==> src/chain_ctrl_pkg.sv <==
package chain_ctrl_pkg;
   // ---------------------------------------------------------------
   // Register offsets
   // ---------------------------------------------------------------
   localparam logic [7:0] RED_GAIN_OFF = 8'h00;
   localparam logic [7:0] GREEN_ON_RED_ROW_GAIN_OFF = 8'h01;
   localparam logic [7:0] GREEN_ON_BLUE_ROW_GAIN_OFF = 8'h02;
   localparam logic [7:0] BLUE_GAIN_OFF = 8'h03;
   localparam logic [7:0] LOWER_REF_OFF = 8'h0a;
   localparam logic [7:0] UPPER_REF_OFF = 8'h0b;
   localparam logic [7:0] DEVICE_ID_OFF = 8'h0f;
   localparam logic [7:0] GLOBAL_GAIN_OFF = 8'h10;
   localparam logic [7:0] COL_DC_OFF = 8'h20;
   localparam logic [7:0] COL_CTRL_OFF = 8'h21;
   localparam logic [7:0] GLOBAL_OFFSET_OFF = 8'h22;
   localparam logic [7:0] COL_ADDR_BASE_OFF = 8'h23;
   localparam logic [7:0] COL_VALUE_BASE_OFF = 8'h27;
   localparam logic [7:0] CAPTURE_MODE_OFF = 8'h40;
   // ---------------------------------------------------------------
   // Reset values and field positions
   // ---------------------------------------------------------------
   localparam logic [5:0] COLOUR_GAIN_RST = 6'h02;
   localparam logic [5:0] GLOBAL_GAIN_RST = 6'h00;
   localparam logic [7:0] LOWER_REF_RST = 8'h76;
   localparam logic [7:0] UPPER_REF_RST = 8'h80;
   localparam logic [7:0] DEVICE_ID_DEFAULT = 8'h5a;
   localparam int COL_CTRL_PERCOL_BIT = 0;
   localparam int CAPTURE_CLAMP_OFF_BIT = 0;
   localparam int OFFSET_SIGN_BIT = 5;
   // ---------------------------------------------------------------
   // Chain constants, gains in hundredths
   // ---------------------------------------------------------------
   localparam int COL_BLOCK = 64;
   localparam int COL_SLOTS = 4;
   localparam int DARK_ROWS_SKIPPED = 2;
   localparam logic [9:0] WB_GAIN_MIN = 10'd90;
   localparam logic [9:0] WB_GAIN_STEP = 10'd3;
   localparam logic [9:0] WB_GAIN_MAX = 10'd284;
   localparam logic [9:0] GL_GAIN_MIN = 10'd67;
   localparam logic [9:0] GL_GAIN_STEP = 10'd8;
   localparam logic [9:0] GL_GAIN_MAX = 10'd590;
   localparam int OFFSET_STAGE_GAIN = 2;

   typedef enum logic [3:0] {
      CL_IDLE = 4'b0001,
      CL_SKIP = 4'b0010,
      CL_SAMPLE = 4'b0100,
      CL_DONE = 4'b1000
   } clamp_state_t;

   typedef struct packed {
      logic [3:0][5:0] colour_gain;
      logic [5:0] global_gain;
      logic [4:0] col_dc;
      logic [5:0] global_offset;
      logic [3:0][5:0] col_addr;
      logic [3:0][3:0] col_value;
   } shadow_set_t;

   typedef struct packed {
      logic [9:0] wb_gain;
      logic [9:0] global_gain;
      logic [4:0] col_offset;
      logic signed [6:0] global_offset;
   } pixel_ctrl_t;
endpackage

==> src/pixel_signal_chain_control.sv <==
`timescale 1ns/100ps
module pixel_signal_chain_control #(
   parameter logic [7:0] DEVICE_ID = chain_ctrl_pkg::DEVICE_ID_DEFAULT // Arbitrary value
) (
   input wire logic clk_i,
   input wire logic sys_rst_i,
   input wire logic reg_wr_i,
   input wire logic reg_rd_i,
   input wire logic [7:0] reg_addr_i,
   input wire logic [7:0] reg_wdata_i,
   output logic [7:0] reg_rdata_o,
   input wire logic frame_start_i,
   input wire logic row_start_i,
   input wire logic dark_row_i,
   input wire logic pixel_valid_i,
   input wire logic [8:0] col_i,
   input wire logic row_blue_i,
   input wire logic col_odd_i,
   output logic pixel_valid_o,
   output chain_ctrl_pkg::pixel_ctrl_t pixel_ctrl_o,
   output logic clamp_active_o,
   output logic force_common_mode_o,
   output logic [7:0] upper_converter_reference_o,
   output logic [7:0] lower_converter_reference_o
);
   import chain_ctrl_pkg::*;

   // ---------------------------------------------------------------
   // Helpers
   // ---------------------------------------------------------------
   function automatic logic [9:0] gain_setting(input logic [9:0] min_v, input logic [9:0] step,
                                               input logic [9:0] max_v, input logic [5:0] code);
      logic [9:0] raw;
      raw = min_v + 10'(code) * step;
      gain_setting = (raw > max_v) ? max_v : raw;
   endfunction

   function automatic logic signed [6:0] offset_value(input logic [5:0] code);
      logic [6:0] mag;
      mag = 7'(code[4:0]) * 7'(OFFSET_STAGE_GAIN);
      offset_value = code[OFFSET_SIGN_BIT] ? -$signed(mag) : $signed(mag);
   endfunction

   // ---------------------------------------------------------------
   // Register file
   // ---------------------------------------------------------------
   shadow_set_t cfg_q, cfg_d;
   logic col_ctrl_q, col_ctrl_d;
   logic clamp_off_q, clamp_off_d;
   logic [7:0] upper_ref_q, upper_ref_d;
   logic [7:0] lower_ref_q, lower_ref_d;
   logic [7:0] rdata_q, rdata_d;
   clamp_state_t cl_state_q, cl_state_d;
   logic [1:0] dark_cnt_q, dark_cnt_d;
   logic clamp_done_q, clamp_done_d;
   logic clamp_busy;

   always_comb begin
      cfg_d = cfg_q;
      col_ctrl_d = col_ctrl_q;
      clamp_off_d = clamp_off_q;
      upper_ref_d = upper_ref_q;
      lower_ref_d = lower_ref_q;
      rdata_d = rdata_q;
      if (reg_wr_i) begin
         for (int i = 0; i < 4; i++) begin
            if (reg_addr_i == RED_GAIN_OFF + 8'(i)) begin
               cfg_d.colour_gain[i] = reg_wdata_i[5:0];
            end
            if (reg_addr_i == COL_ADDR_BASE_OFF + 8'(i)) begin
               cfg_d.col_addr[i] = reg_wdata_i[5:0];
            end
            if (reg_addr_i == COL_VALUE_BASE_OFF + 8'(i)) begin
               cfg_d.col_value[i] = reg_wdata_i[3:0];
            end
         end
         case (reg_addr_i)
            GLOBAL_GAIN_OFF: cfg_d.global_gain = reg_wdata_i[5:0];
            COL_DC_OFF: cfg_d.col_dc = reg_wdata_i[4:0];
            COL_CTRL_OFF: col_ctrl_d = reg_wdata_i[COL_CTRL_PERCOL_BIT];
            GLOBAL_OFFSET_OFF: cfg_d.global_offset = reg_wdata_i[5:0];
            CAPTURE_MODE_OFF: clamp_off_d = reg_wdata_i[CAPTURE_CLAMP_OFF_BIT];
            UPPER_REF_OFF: upper_ref_d = reg_wdata_i;
            LOWER_REF_OFF: lower_ref_d = reg_wdata_i;
            default: begin
            end
         endcase
      end
      if (reg_rd_i) begin
         rdata_d = 8'h00;
         for (int i = 0; i < 4; i++) begin
            if (reg_addr_i == RED_GAIN_OFF + 8'(i)) begin
               rdata_d = {2'b00, cfg_q.colour_gain[i]};
            end
            if (reg_addr_i == COL_ADDR_BASE_OFF + 8'(i)) begin
               rdata_d = {2'b00, cfg_q.col_addr[i]};
            end
            if (reg_addr_i == COL_VALUE_BASE_OFF + 8'(i)) begin
               rdata_d = {4'h0, cfg_q.col_value[i]};
            end
         end
         case (reg_addr_i)
            GLOBAL_GAIN_OFF: rdata_d = {2'b00, cfg_q.global_gain};
            COL_DC_OFF: rdata_d = {3'b000, cfg_q.col_dc};
            COL_CTRL_OFF: rdata_d = {7'h00, col_ctrl_q};
            GLOBAL_OFFSET_OFF: rdata_d = {2'b00, cfg_q.global_offset};
            CAPTURE_MODE_OFF: rdata_d = {5'h00, clamp_busy, clamp_done_q, clamp_off_q};
            UPPER_REF_OFF: rdata_d = upper_ref_q;
            LOWER_REF_OFF: rdata_d = lower_ref_q;
            DEVICE_ID_OFF: rdata_d = DEVICE_ID;
            default: begin
            end
         endcase
      end
   end

   always_ff @(posedge clk_i) begin
      if (sys_rst_i) begin
         for (int i = 0; i < 4; i++) begin
            cfg_q.colour_gain[i] <= COLOUR_GAIN_RST;
            cfg_q.col_addr[i] <= 6'h00;
            cfg_q.col_value[i] <= 4'h0;
         end
         cfg_q.global_gain <= GLOBAL_GAIN_RST;
         cfg_q.col_dc <= 5'h00;
         cfg_q.global_offset <= 6'h00;
         col_ctrl_q <= 1'b0;
         clamp_off_q <= 1'b0;
         upper_ref_q <= UPPER_REF_RST;
         lower_ref_q <= LOWER_REF_RST;
         rdata_q <= 8'h00;
      end else begin
         cfg_q <= cfg_d;
         col_ctrl_q <= col_ctrl_d;
         clamp_off_q <= clamp_off_d;
         upper_ref_q <= upper_ref_d;
         lower_ref_q <= lower_ref_d;
         rdata_q <= rdata_d;
      end
   end

   // ---------------------------------------------------------------
   // Frame-boundary shadow copy
   // ---------------------------------------------------------------
   // Copying only at frame start avoids a gain step appearing mid-image.
   shadow_set_t act_q, act_d;

   always_comb begin
      act_d = act_q;
      if (frame_start_i) begin
         act_d = cfg_q;
      end
   end

   always_ff @(posedge clk_i) begin
      if (sys_rst_i) begin
         for (int i = 0; i < 4; i++) begin
            act_q.colour_gain[i] <= COLOUR_GAIN_RST;
            act_q.col_addr[i] <= 6'h00;
            act_q.col_value[i] <= 4'h0;
         end
         act_q.global_gain <= GLOBAL_GAIN_RST;
         act_q.col_dc <= 5'h00;
         act_q.global_offset <= 6'h00;
      end else begin
         act_q <= act_d;
      end
   end

   // ---------------------------------------------------------------
   // Black-level clamp sequencer
   // ---------------------------------------------------------------
   assign clamp_busy = (cl_state_q != CL_IDLE) && (cl_state_q != CL_DONE);

   always_comb begin
      cl_state_d = cl_state_q;
      dark_cnt_d = dark_cnt_q;
      clamp_done_d = clamp_done_q;
      case (cl_state_q)
         CL_IDLE, CL_DONE: begin
            if (frame_start_i && !clamp_off_q) begin
               cl_state_d = CL_SKIP;
               dark_cnt_d = 2'd0;
               clamp_done_d = 1'b0;
            end
         end
         CL_SKIP: begin
            if (row_start_i && dark_row_i) begin
               if (dark_cnt_q == 2'(DARK_ROWS_SKIPPED)) begin
                  cl_state_d = CL_SAMPLE;
               end else begin
                  dark_cnt_d = dark_cnt_q + 2'd1;
               end
            end else if (row_start_i) begin
               cl_state_d = CL_IDLE; // No usable dark row left this frame
            end
         end
         CL_SAMPLE: begin
            if (row_start_i || frame_start_i) begin
               cl_state_d = CL_DONE;
               clamp_done_d = 1'b1;
            end
         end
         default: cl_state_d = CL_IDLE;
      endcase
      // A new frame restarts the measurement, even mid-sequence, unless the clamp is switched off
      if (frame_start_i && !clamp_off_q) begin
         cl_state_d = CL_SKIP;
         dark_cnt_d = 2'd0;
         clamp_done_d = 1'b0;
      end
      if (clamp_off_q) begin
         cl_state_d = CL_IDLE;
      end
   end

   always_ff @(posedge clk_i) begin
      if (sys_rst_i) begin
         cl_state_q <= CL_IDLE;
         dark_cnt_q <= 2'd0;
         clamp_done_q <= 1'b0;
      end else begin
         cl_state_q <= cl_state_d;
         dark_cnt_q <= dark_cnt_d;
         clamp_done_q <= clamp_done_d;
      end
   end

   // Dark pixels of the sampled row are held; amplifier outputs go to common mode
   assign clamp_active_o = (cl_state_q == CL_SAMPLE);
   assign force_common_mode_o = (cl_state_q == CL_SAMPLE);

   // ---------------------------------------------------------------
   // Per-pixel control word
   // ---------------------------------------------------------------
   pixel_ctrl_t pix_q, pix_d;
   logic pix_vld_q, pix_vld_d;
   logic [1:0] colour_sel;
   logic [5:0] col_in_block;

   always_comb begin
      colour_sel = {row_blue_i, col_odd_i};
      col_in_block = col_i[5:0];
      pix_d = pix_q;
      pix_vld_d = pixel_valid_i;
      if (pixel_valid_i) begin
         pix_d.wb_gain = gain_setting(WB_GAIN_MIN, WB_GAIN_STEP, WB_GAIN_MAX,
                                      act_q.colour_gain[colour_sel]);
         pix_d.global_gain = gain_setting(GL_GAIN_MIN, GL_GAIN_STEP, GL_GAIN_MAX,
                                          act_q.global_gain);
         pix_d.global_offset = offset_value(act_q.global_offset);
         if (col_ctrl_q) begin
            pix_d.col_offset = 5'h00;
            for (int i = 0; i < COL_SLOTS; i++) begin
               if (col_in_block == act_q.col_addr[i]) begin
                  pix_d.col_offset = {1'b0, act_q.col_value[i]};
               end
            end
         end else begin
            pix_d.col_offset = act_q.col_dc;
         end
      end
   end

   always_ff @(posedge clk_i) begin
      if (sys_rst_i) begin
         pix_q <= '0;
         pix_vld_q <= 1'b0;
      end else begin
         pix_q <= pix_d;
         pix_vld_q <= pix_vld_d;
      end
   end

   assign pixel_valid_o = pix_vld_q;
   assign pixel_ctrl_o = pix_q;
   assign reg_rdata_o = rdata_q;
   assign upper_converter_reference_o = upper_ref_q;
   assign lower_converter_reference_o = lower_ref_q;
endmodule

==> config.mk <==
export PLATFORM = sky130hd
export DESIGN_NAME = pixel_signal_chain_control
export DESIGN_NICKNAME = d
export VERILOG_FILES = /design/src/chain_ctrl_pkg.sv /design/src/pixel_signal_chain_control.sv
export SDC_FILE = /design/constraint.sdc
export NUM_CORES = 1
export LEC_CHECK = 0
export ABC_AREA = 1
export BUFFER_PORTS_ARGS = -buffer_cell sky130_fd_sc_hd__buf_2
export CAP_MARGIN = 20
export CORE_MARGIN = 3
export CORE_UTILIZATION = 42
export CTS_BUF_LIST = sky130_fd_sc_hd__clkbuf_8
export DETAILED_ROUTE_END_ITERATION = 8
export PLACE_DENSITY = 0.59
export SETUP_SLACK_MARGIN = 0.4
export SYNTH_ARGS = -nofsm -noshare
export SYNTH_HDL_FRONTEND = slang
export SYNTH_SLANG_ARGS = --single-unit
==> constraint.sdc <==
create_clock -name clk_i -period 2.9 [get_ports clk_i]
set_clock_uncertainty 0.15 [all_clocks]
set_input_delay 0 -clock clk_i [delete_from_list [all_inputs] [get_ports clk_i]]
set_output_delay 0 -clock clk_i [all_outputs]
set_load 0.02 [all_outputs]
# == Word level (Yosys, flattened, before mapping) ==
# Index checks and enable logic that the tools add are counted.
# classes
addsub,4
mul,1
n_lt_le_gt_ge,3
eq_ne,37
n_mux,29
bitwise_logic,2
reduce_logical,33
# op_table
op,count
$eq A8 B6 Y1 const B,11
$mux W8,11
$pmux W8 S8,1
$reduce_and A2 Y1,20
$eq A6 B6 Y1,4
$eq A8 B4 Y1 const B,3
$mux W4,5
$mux W5,4
$eq A8 B2 Y1 const B,2
$bmux W6 S2,1
$mux W6,2
$ne A4 B4 Y1 const B,3
$pmux W4 S3,1
$add A7 B9 Y10 const A,1
$gt A10 B10 Y1 const B,1
$mux W10,1
$add A7 B8 Y9 const A,1
$gt A9 B9 Y1 const B,1
$mux W9,1
$eq A8 B1 Y1 const B,1
$eq A8 B5 Y1 const B,1
$eq A8 B7 Y1 const B,1
$logic_not A8 Y1,1
$mul A6 B2 Y8 const B,1
other kinds (23),30
# word_totals
ff_bits,228
input_bits,35
out_inout_bits,59

# == Logic depth before layout (Yosys ltp) ==
# logic_depth
word_depth,14
depth_mapped,17

# == Least setup slack after synthesis ==
# Ideal clock, no wire load.
# synth_path
path_type,input port to flip-flop
start,input col_odd_i
end,"register pix_q, in the netlist pixel_ctrl_o[22]"
setup_time_ns,0.070
arrival_time_ns,2.425
slack_ns,0.255
cell_stages,17
path_buffers,1
cell_sequence,inv_1 > clkbuf_1 > nand2_1 > a32oi_1 > inv_1 > ha_1 > inv_1 > ha_1 > inv_1 > fa_1 > nand3b_1 > and2_1 > xnor2_1 > nand4_1 > nand3_1 > nand2_1 > a21oi_1
# synth_via
elab_chain_len,6
# synth_lines
element,line_no,rtl
start: declaration,pixel_signal_chain_control.sv:18,"input wire logic col_odd_i,"
$bmux W6 S2 (*),pixel_signal_chain_control.sv:248,act_q.colour_gain[colour_sel]);
$mux W6 (not written as such) (*),pixel_signal_chain_control.sv:248,
$mul A6 B2 Y8 (*),pixel_signal_chain_control.sv:34,raw = min_v + 10'(code) * step;
$add A7 B8 Y9 (*),pixel_signal_chain_control.sv:34,
$gt A9 B9 Y1,pixel_signal_chain_control.sv:35,gain_setting = (raw > max_v) ? max_v : raw;
$mux W9 (*),pixel_signal_chain_control.sv:35,
end signal: assignment,pixel_signal_chain_control.sv:270,pix_q <= pix_d;
end: declaration,pixel_signal_chain_control.sv:236,"pixel_ctrl_t pix_q, pix_d;"
# Every way passes the cells marked *; elsewhere a longest branch is shown, timed or not. The select of a mux whose other input is x is not followed.
# A chain may end at the register's enable or synchronous reset.

# == Worst setup path in the final report ==
# layout_path
start,register act_q[64] (netlist name)
end,"register pix_q, in the netlist pixel_ctrl_o[22]"
# layout_via
elab_chain_len,6
# layout_lines
element,line_no,rtl
start: declaration,pixel_signal_chain_control.sv:146,"shadow_set_t act_q, act_d;"
start signal: assignment,pixel_signal_chain_control.sv:166,act_q <= act_d;
$bmux W6 S2,pixel_signal_chain_control.sv:248,
$mux W6 (not written as such),pixel_signal_chain_control.sv:248,
$mul A6 B2 Y8,pixel_signal_chain_control.sv:34,
$add A7 B8 Y9,pixel_signal_chain_control.sv:34,
$gt A9 B9 Y1,pixel_signal_chain_control.sv:35,
$mux W9,pixel_signal_chain_control.sv:35,
# Every way passes these cells. The select of a mux whose other input is x is not followed.

==> results.toml <==
[finish]
fin_nets = 1557
instances_no_fill = 1849
area_delta_synth_final_pct = 21.2
fillerInstances = 2393
antennaDiodeCount = 0
drive_gt1_frac = 0.166

[power]
total_leakage_power_nw = 5.05
seqPwrFrac = 0.463
combPwrFrac = 0.122
p_switching_mw = 1.86
p_int_mw = 5.19
swShare = 0.264
powerDensity_nw_per_um2 = 577
clkPwrFrac = 0.415
vdd_drop_max_mv = 0.258
total_power_mw = 7.04

[clock_network]
cts.sink_count = 226
cts_buffer_depth = 3
cts.htree.levels = 2
root_buffer = "clkbuf_8"
clock_latency_ns = 0.52
clk_pin_slew_worst_paths_ns = 0.06
cts_tree = "done"
cts_made_buffers = 40

[yosys]
syn-cell-area_um2 = 10100
yosysTopAreaCellShare = 0.449
yosysTopAreaCell = "dfxtp_1"
ys_async_sr_fraction = 0
synth.avg_cell_area_um2 = 7.27
synth_edf_count = 0
ys_warn_count = 0
synth_top_family_by_area = "simple AND/OR/NAND/NOR gates"
synth_area_leaders = "dfxtp_1 (45%), o21ai_0 (9.4%), a21oi_1 (8.6%), nand2_1 (7.4%), nor2_1 (5.8%)"
synthCells = 1387
synthSimpleGateAreaFrac = 0.213
synth_xor_area_frac = 0.0165
synth-compound-area-share = 0.211
synth.area.mux_share = 0
ys_seq_elements = 226
synth_seq_area_share = 0.449
synth_adder_area_share = 0.0218
synth_ff_type = "dfxtp_1"
ys_types = 49

[setup_path]
crit_chain = "nand2_2 -> a32oi_4 -> inv_1 -> ha_2 -> inv_2 -> ha_4 -> inv_2 -> fa_2 -> nand3b_1 -> and2_4 -> xnor2_4 -> nand4_1 -> nand3_4 -> nand2_2 -> a21oi_2"
end_kind = "flip-flop"
cpLargestDelayFamily = "simple AND/OR/NAND/NOR gates"
crit_required_ns = 3.20
reg2reg_depth = 15
cp_slowest_cell = "fa_2"
startpoint = "act_q[64]"
critPathKind = "flip-flop to flip-flop"
reg2reg_to = "pixel_ctrl_o[22]"
reg2reg_slack_ns = 0.21
crit_end = "pixel_ctrl_o[22]"
critical_path_depth = 15
start_kind = "flip-flop"
crit_buf_inv = 3
critical_path_arrival_ns = 2.99
cp_max_fo = 7
worst_path_largest_cell_delay_ns = 0.34
reg2reg_from = "act_q[64]"

[global_route]
use_met1 = 0.324
grt_pass1_vias = 9165
overflow = 0
grt.met2_usage = 0.381
track_usage = 0.234
busiest_layer = "met2"
grt_max_degree = 80
grtUsageMet3 = 0.0392
grt_first_pass_wirelength_um = 49000
antenna_found_initial = 0

[sta]
setup-tns-final_ns = 0
worstMarginPinSlew_ns = 0.705
finalCriticalPeriod_ns = 2.69
final-hold-violation-count = 0
setup_viol = 0
finalCritPeriodShare = 0.927
whs_ns = 0.0402
drv_slew = 0
fin_ws_ns = 0.212
timing.fmax_ghz = 0.372
rsz0062_at_grt = "true"
slew-limit-headroom = 0.530

[place]
dp.cells = 1735
hpwl_um = 21300
place_worst_setup_slack_ns = 0.0232
routabilityCongestion = 0.894
port_buffers = 88

[hold_path]
hp-class = "primary input to flip-flop"

[floorplanning]
fp.dieH_um = 161
core_area_um2 = 23500
die_area_um2 = 25900
die_w_um = 161
start_util = 0.428
pin_count = 94
num_rows = 56

[job]
cap_violations = 0

[route]
via_per_inst = 5.19
ant_nets = 0
wl_per_cell_um = 16.6
routed_wl_um = 30700
drt-pass1-iter-count = 5
dr_total_vias = 9596
drc = 0
drtIter0Drc = 792

[outcome]
outcome = "finished, final reports clean"
layout by cell type (no fill, tap or decap), drive strengths merged, types with 2 or more instances in the layout:
cell type    count
xor2             7
clkbuf          54
nor3            16
clkinv           5
nand4           14
or2             12
ha              16
buf            109
xnor2           12
inv            165
conb             2
a31oi            5
nand3b           3
o221ai           2
o21ai          192
o21bai           2
a211oi           2
a32oi            3
nand2          203
nand3           60
a32o             2
nor2           172
dfxtp          226
dlygate4sd3     37
o211ai          12
a21oi          174
nor4             9
flip-flops by register name, summed over array words and instances, names as in the netlist:
register / flops
cl_state_q: 4
cfg_q: 81
pixel_valid_o: 1
col_ctrl_q: 1
pixel_ctrl_o: 30
reg_rdata_o: 8
dark_cnt_q: 2
clamp_off_q: 1
clamp_done_q: 1
act_q: 81
lower_converter_reference_o: 8
upper_converter_reference_o: 8
worst min-delay path by stage:
| stage | endpoint | start | slack (ns) | cells past startpoint |
|---|---|---|---|---|
| 6_report | pixel_ctrl_o[29] | row_blue_i | 0.04 | 6 |
| 5_1_grt | reg_rdata_o[3] | reg_addr_i[2] | 0.06 | 8 |
| 4_1_cts | cfg_q[58] | reg_addr_i[3] | 0.0009 | 7 |
| 3_5_place_dp | upper_converter_reference_o[7] | reg_wdata_i[7] | 0.1 | 3 |
| 3_3_place_gp | upper_converter_reference_o[7] | reg_wdata_i[7] | 0.1 | 3 |
| 2_1_floorplan | cl_state_q[0] | sys_rst_i | -0.03 | 2 |
power groups by stage:
stage	Combinational [mW]	Sequential [mW]	Clock, mW
after CTS	0.816	3.26	2.98
after floorplan	0.460	3.36	0
final	0.862	3.26	2.92
after global placement	0.711	3.33	0
after detailed placement	0.717	3.33	0
after global routing	0.957	3.27	3.13
per-layer routing:
layer | part of all wire | vias up
li1 | - | 4824
met1 | 0.46 | 4440
met4 | 0.016 | 0
met3 | 0.054 | 34
met2 | 0.46 | 298
met5 | 0 | -
worst reg2reg max path: stages (launching register included):
cell and delay, ns:
dfxtp_2 0.33, nand2_2 0.06, a32oi_4 0.25, inv_1 0.08
ha_2 0.19, inv_2 0.06, ha_4 0.13, inv_2 0.04
fa_2 0.34, nand3b_1 0.17, and2_4 0.17, xnor2_4 0.14
nand4_1 0.17, nand3_4 0.17, nand2_2 0.06, a21oi_2 0.13
final cells by class:
class,instances,area (um2),area share
clock buffer,54,743,0.0608
tap,319,399,0.0327
timing repair buffer,147,1020,0.0834
multi-input combinational,932,4870,0.399
inverter,158,596,0.0488
sequential,226,4530,0.371
clock inverter,13,53.8,0.00440
synthesized netlist by cell type, drive strengths merged, types with 3 or more instances:
cell type and n:
a21oi 174, a31oi 5, a32oi 3, buf 15, clkbuf 57, clkinv 4, dfxtp 226, ha 16
inv 154, nand2 203, nand3 60, nand3b 3, nand4 14, nor2 172, nor3 16, nor4 9
o211ai 12, o21ai 192, or2 12, xnor2 12, xor2 7
stage by stage:
stage	util	instance area, um2
global placement	0.458	10800
global route	0.519	12200
floorplan	-	10100
detailed placement	0.458	10800
finish	0.519	12200
CTS	0.514	12100
repair_timing:
action,in CTS,in global routing
endpoints found under the hold margin,225,0
pin swaps,15,13
gates resized for setup,22,25
hold buffers,38,0
setup endpoints to repair,8,35
setup buffers,8,1
kinds of logic after synthesis:
| group | after synthesis |
|---|---|
| AOI/OAI and AO/OA | 403 |
| xor gates and xnor gates | 19 |
| adders and majority gates | 17 |
| buffers and inverters | 230 |
| DFF | 226 |
| other | 1 |
| and+or+nand+nor | 491 |
No activity file was read; power rests on OpenSTA's default activity.
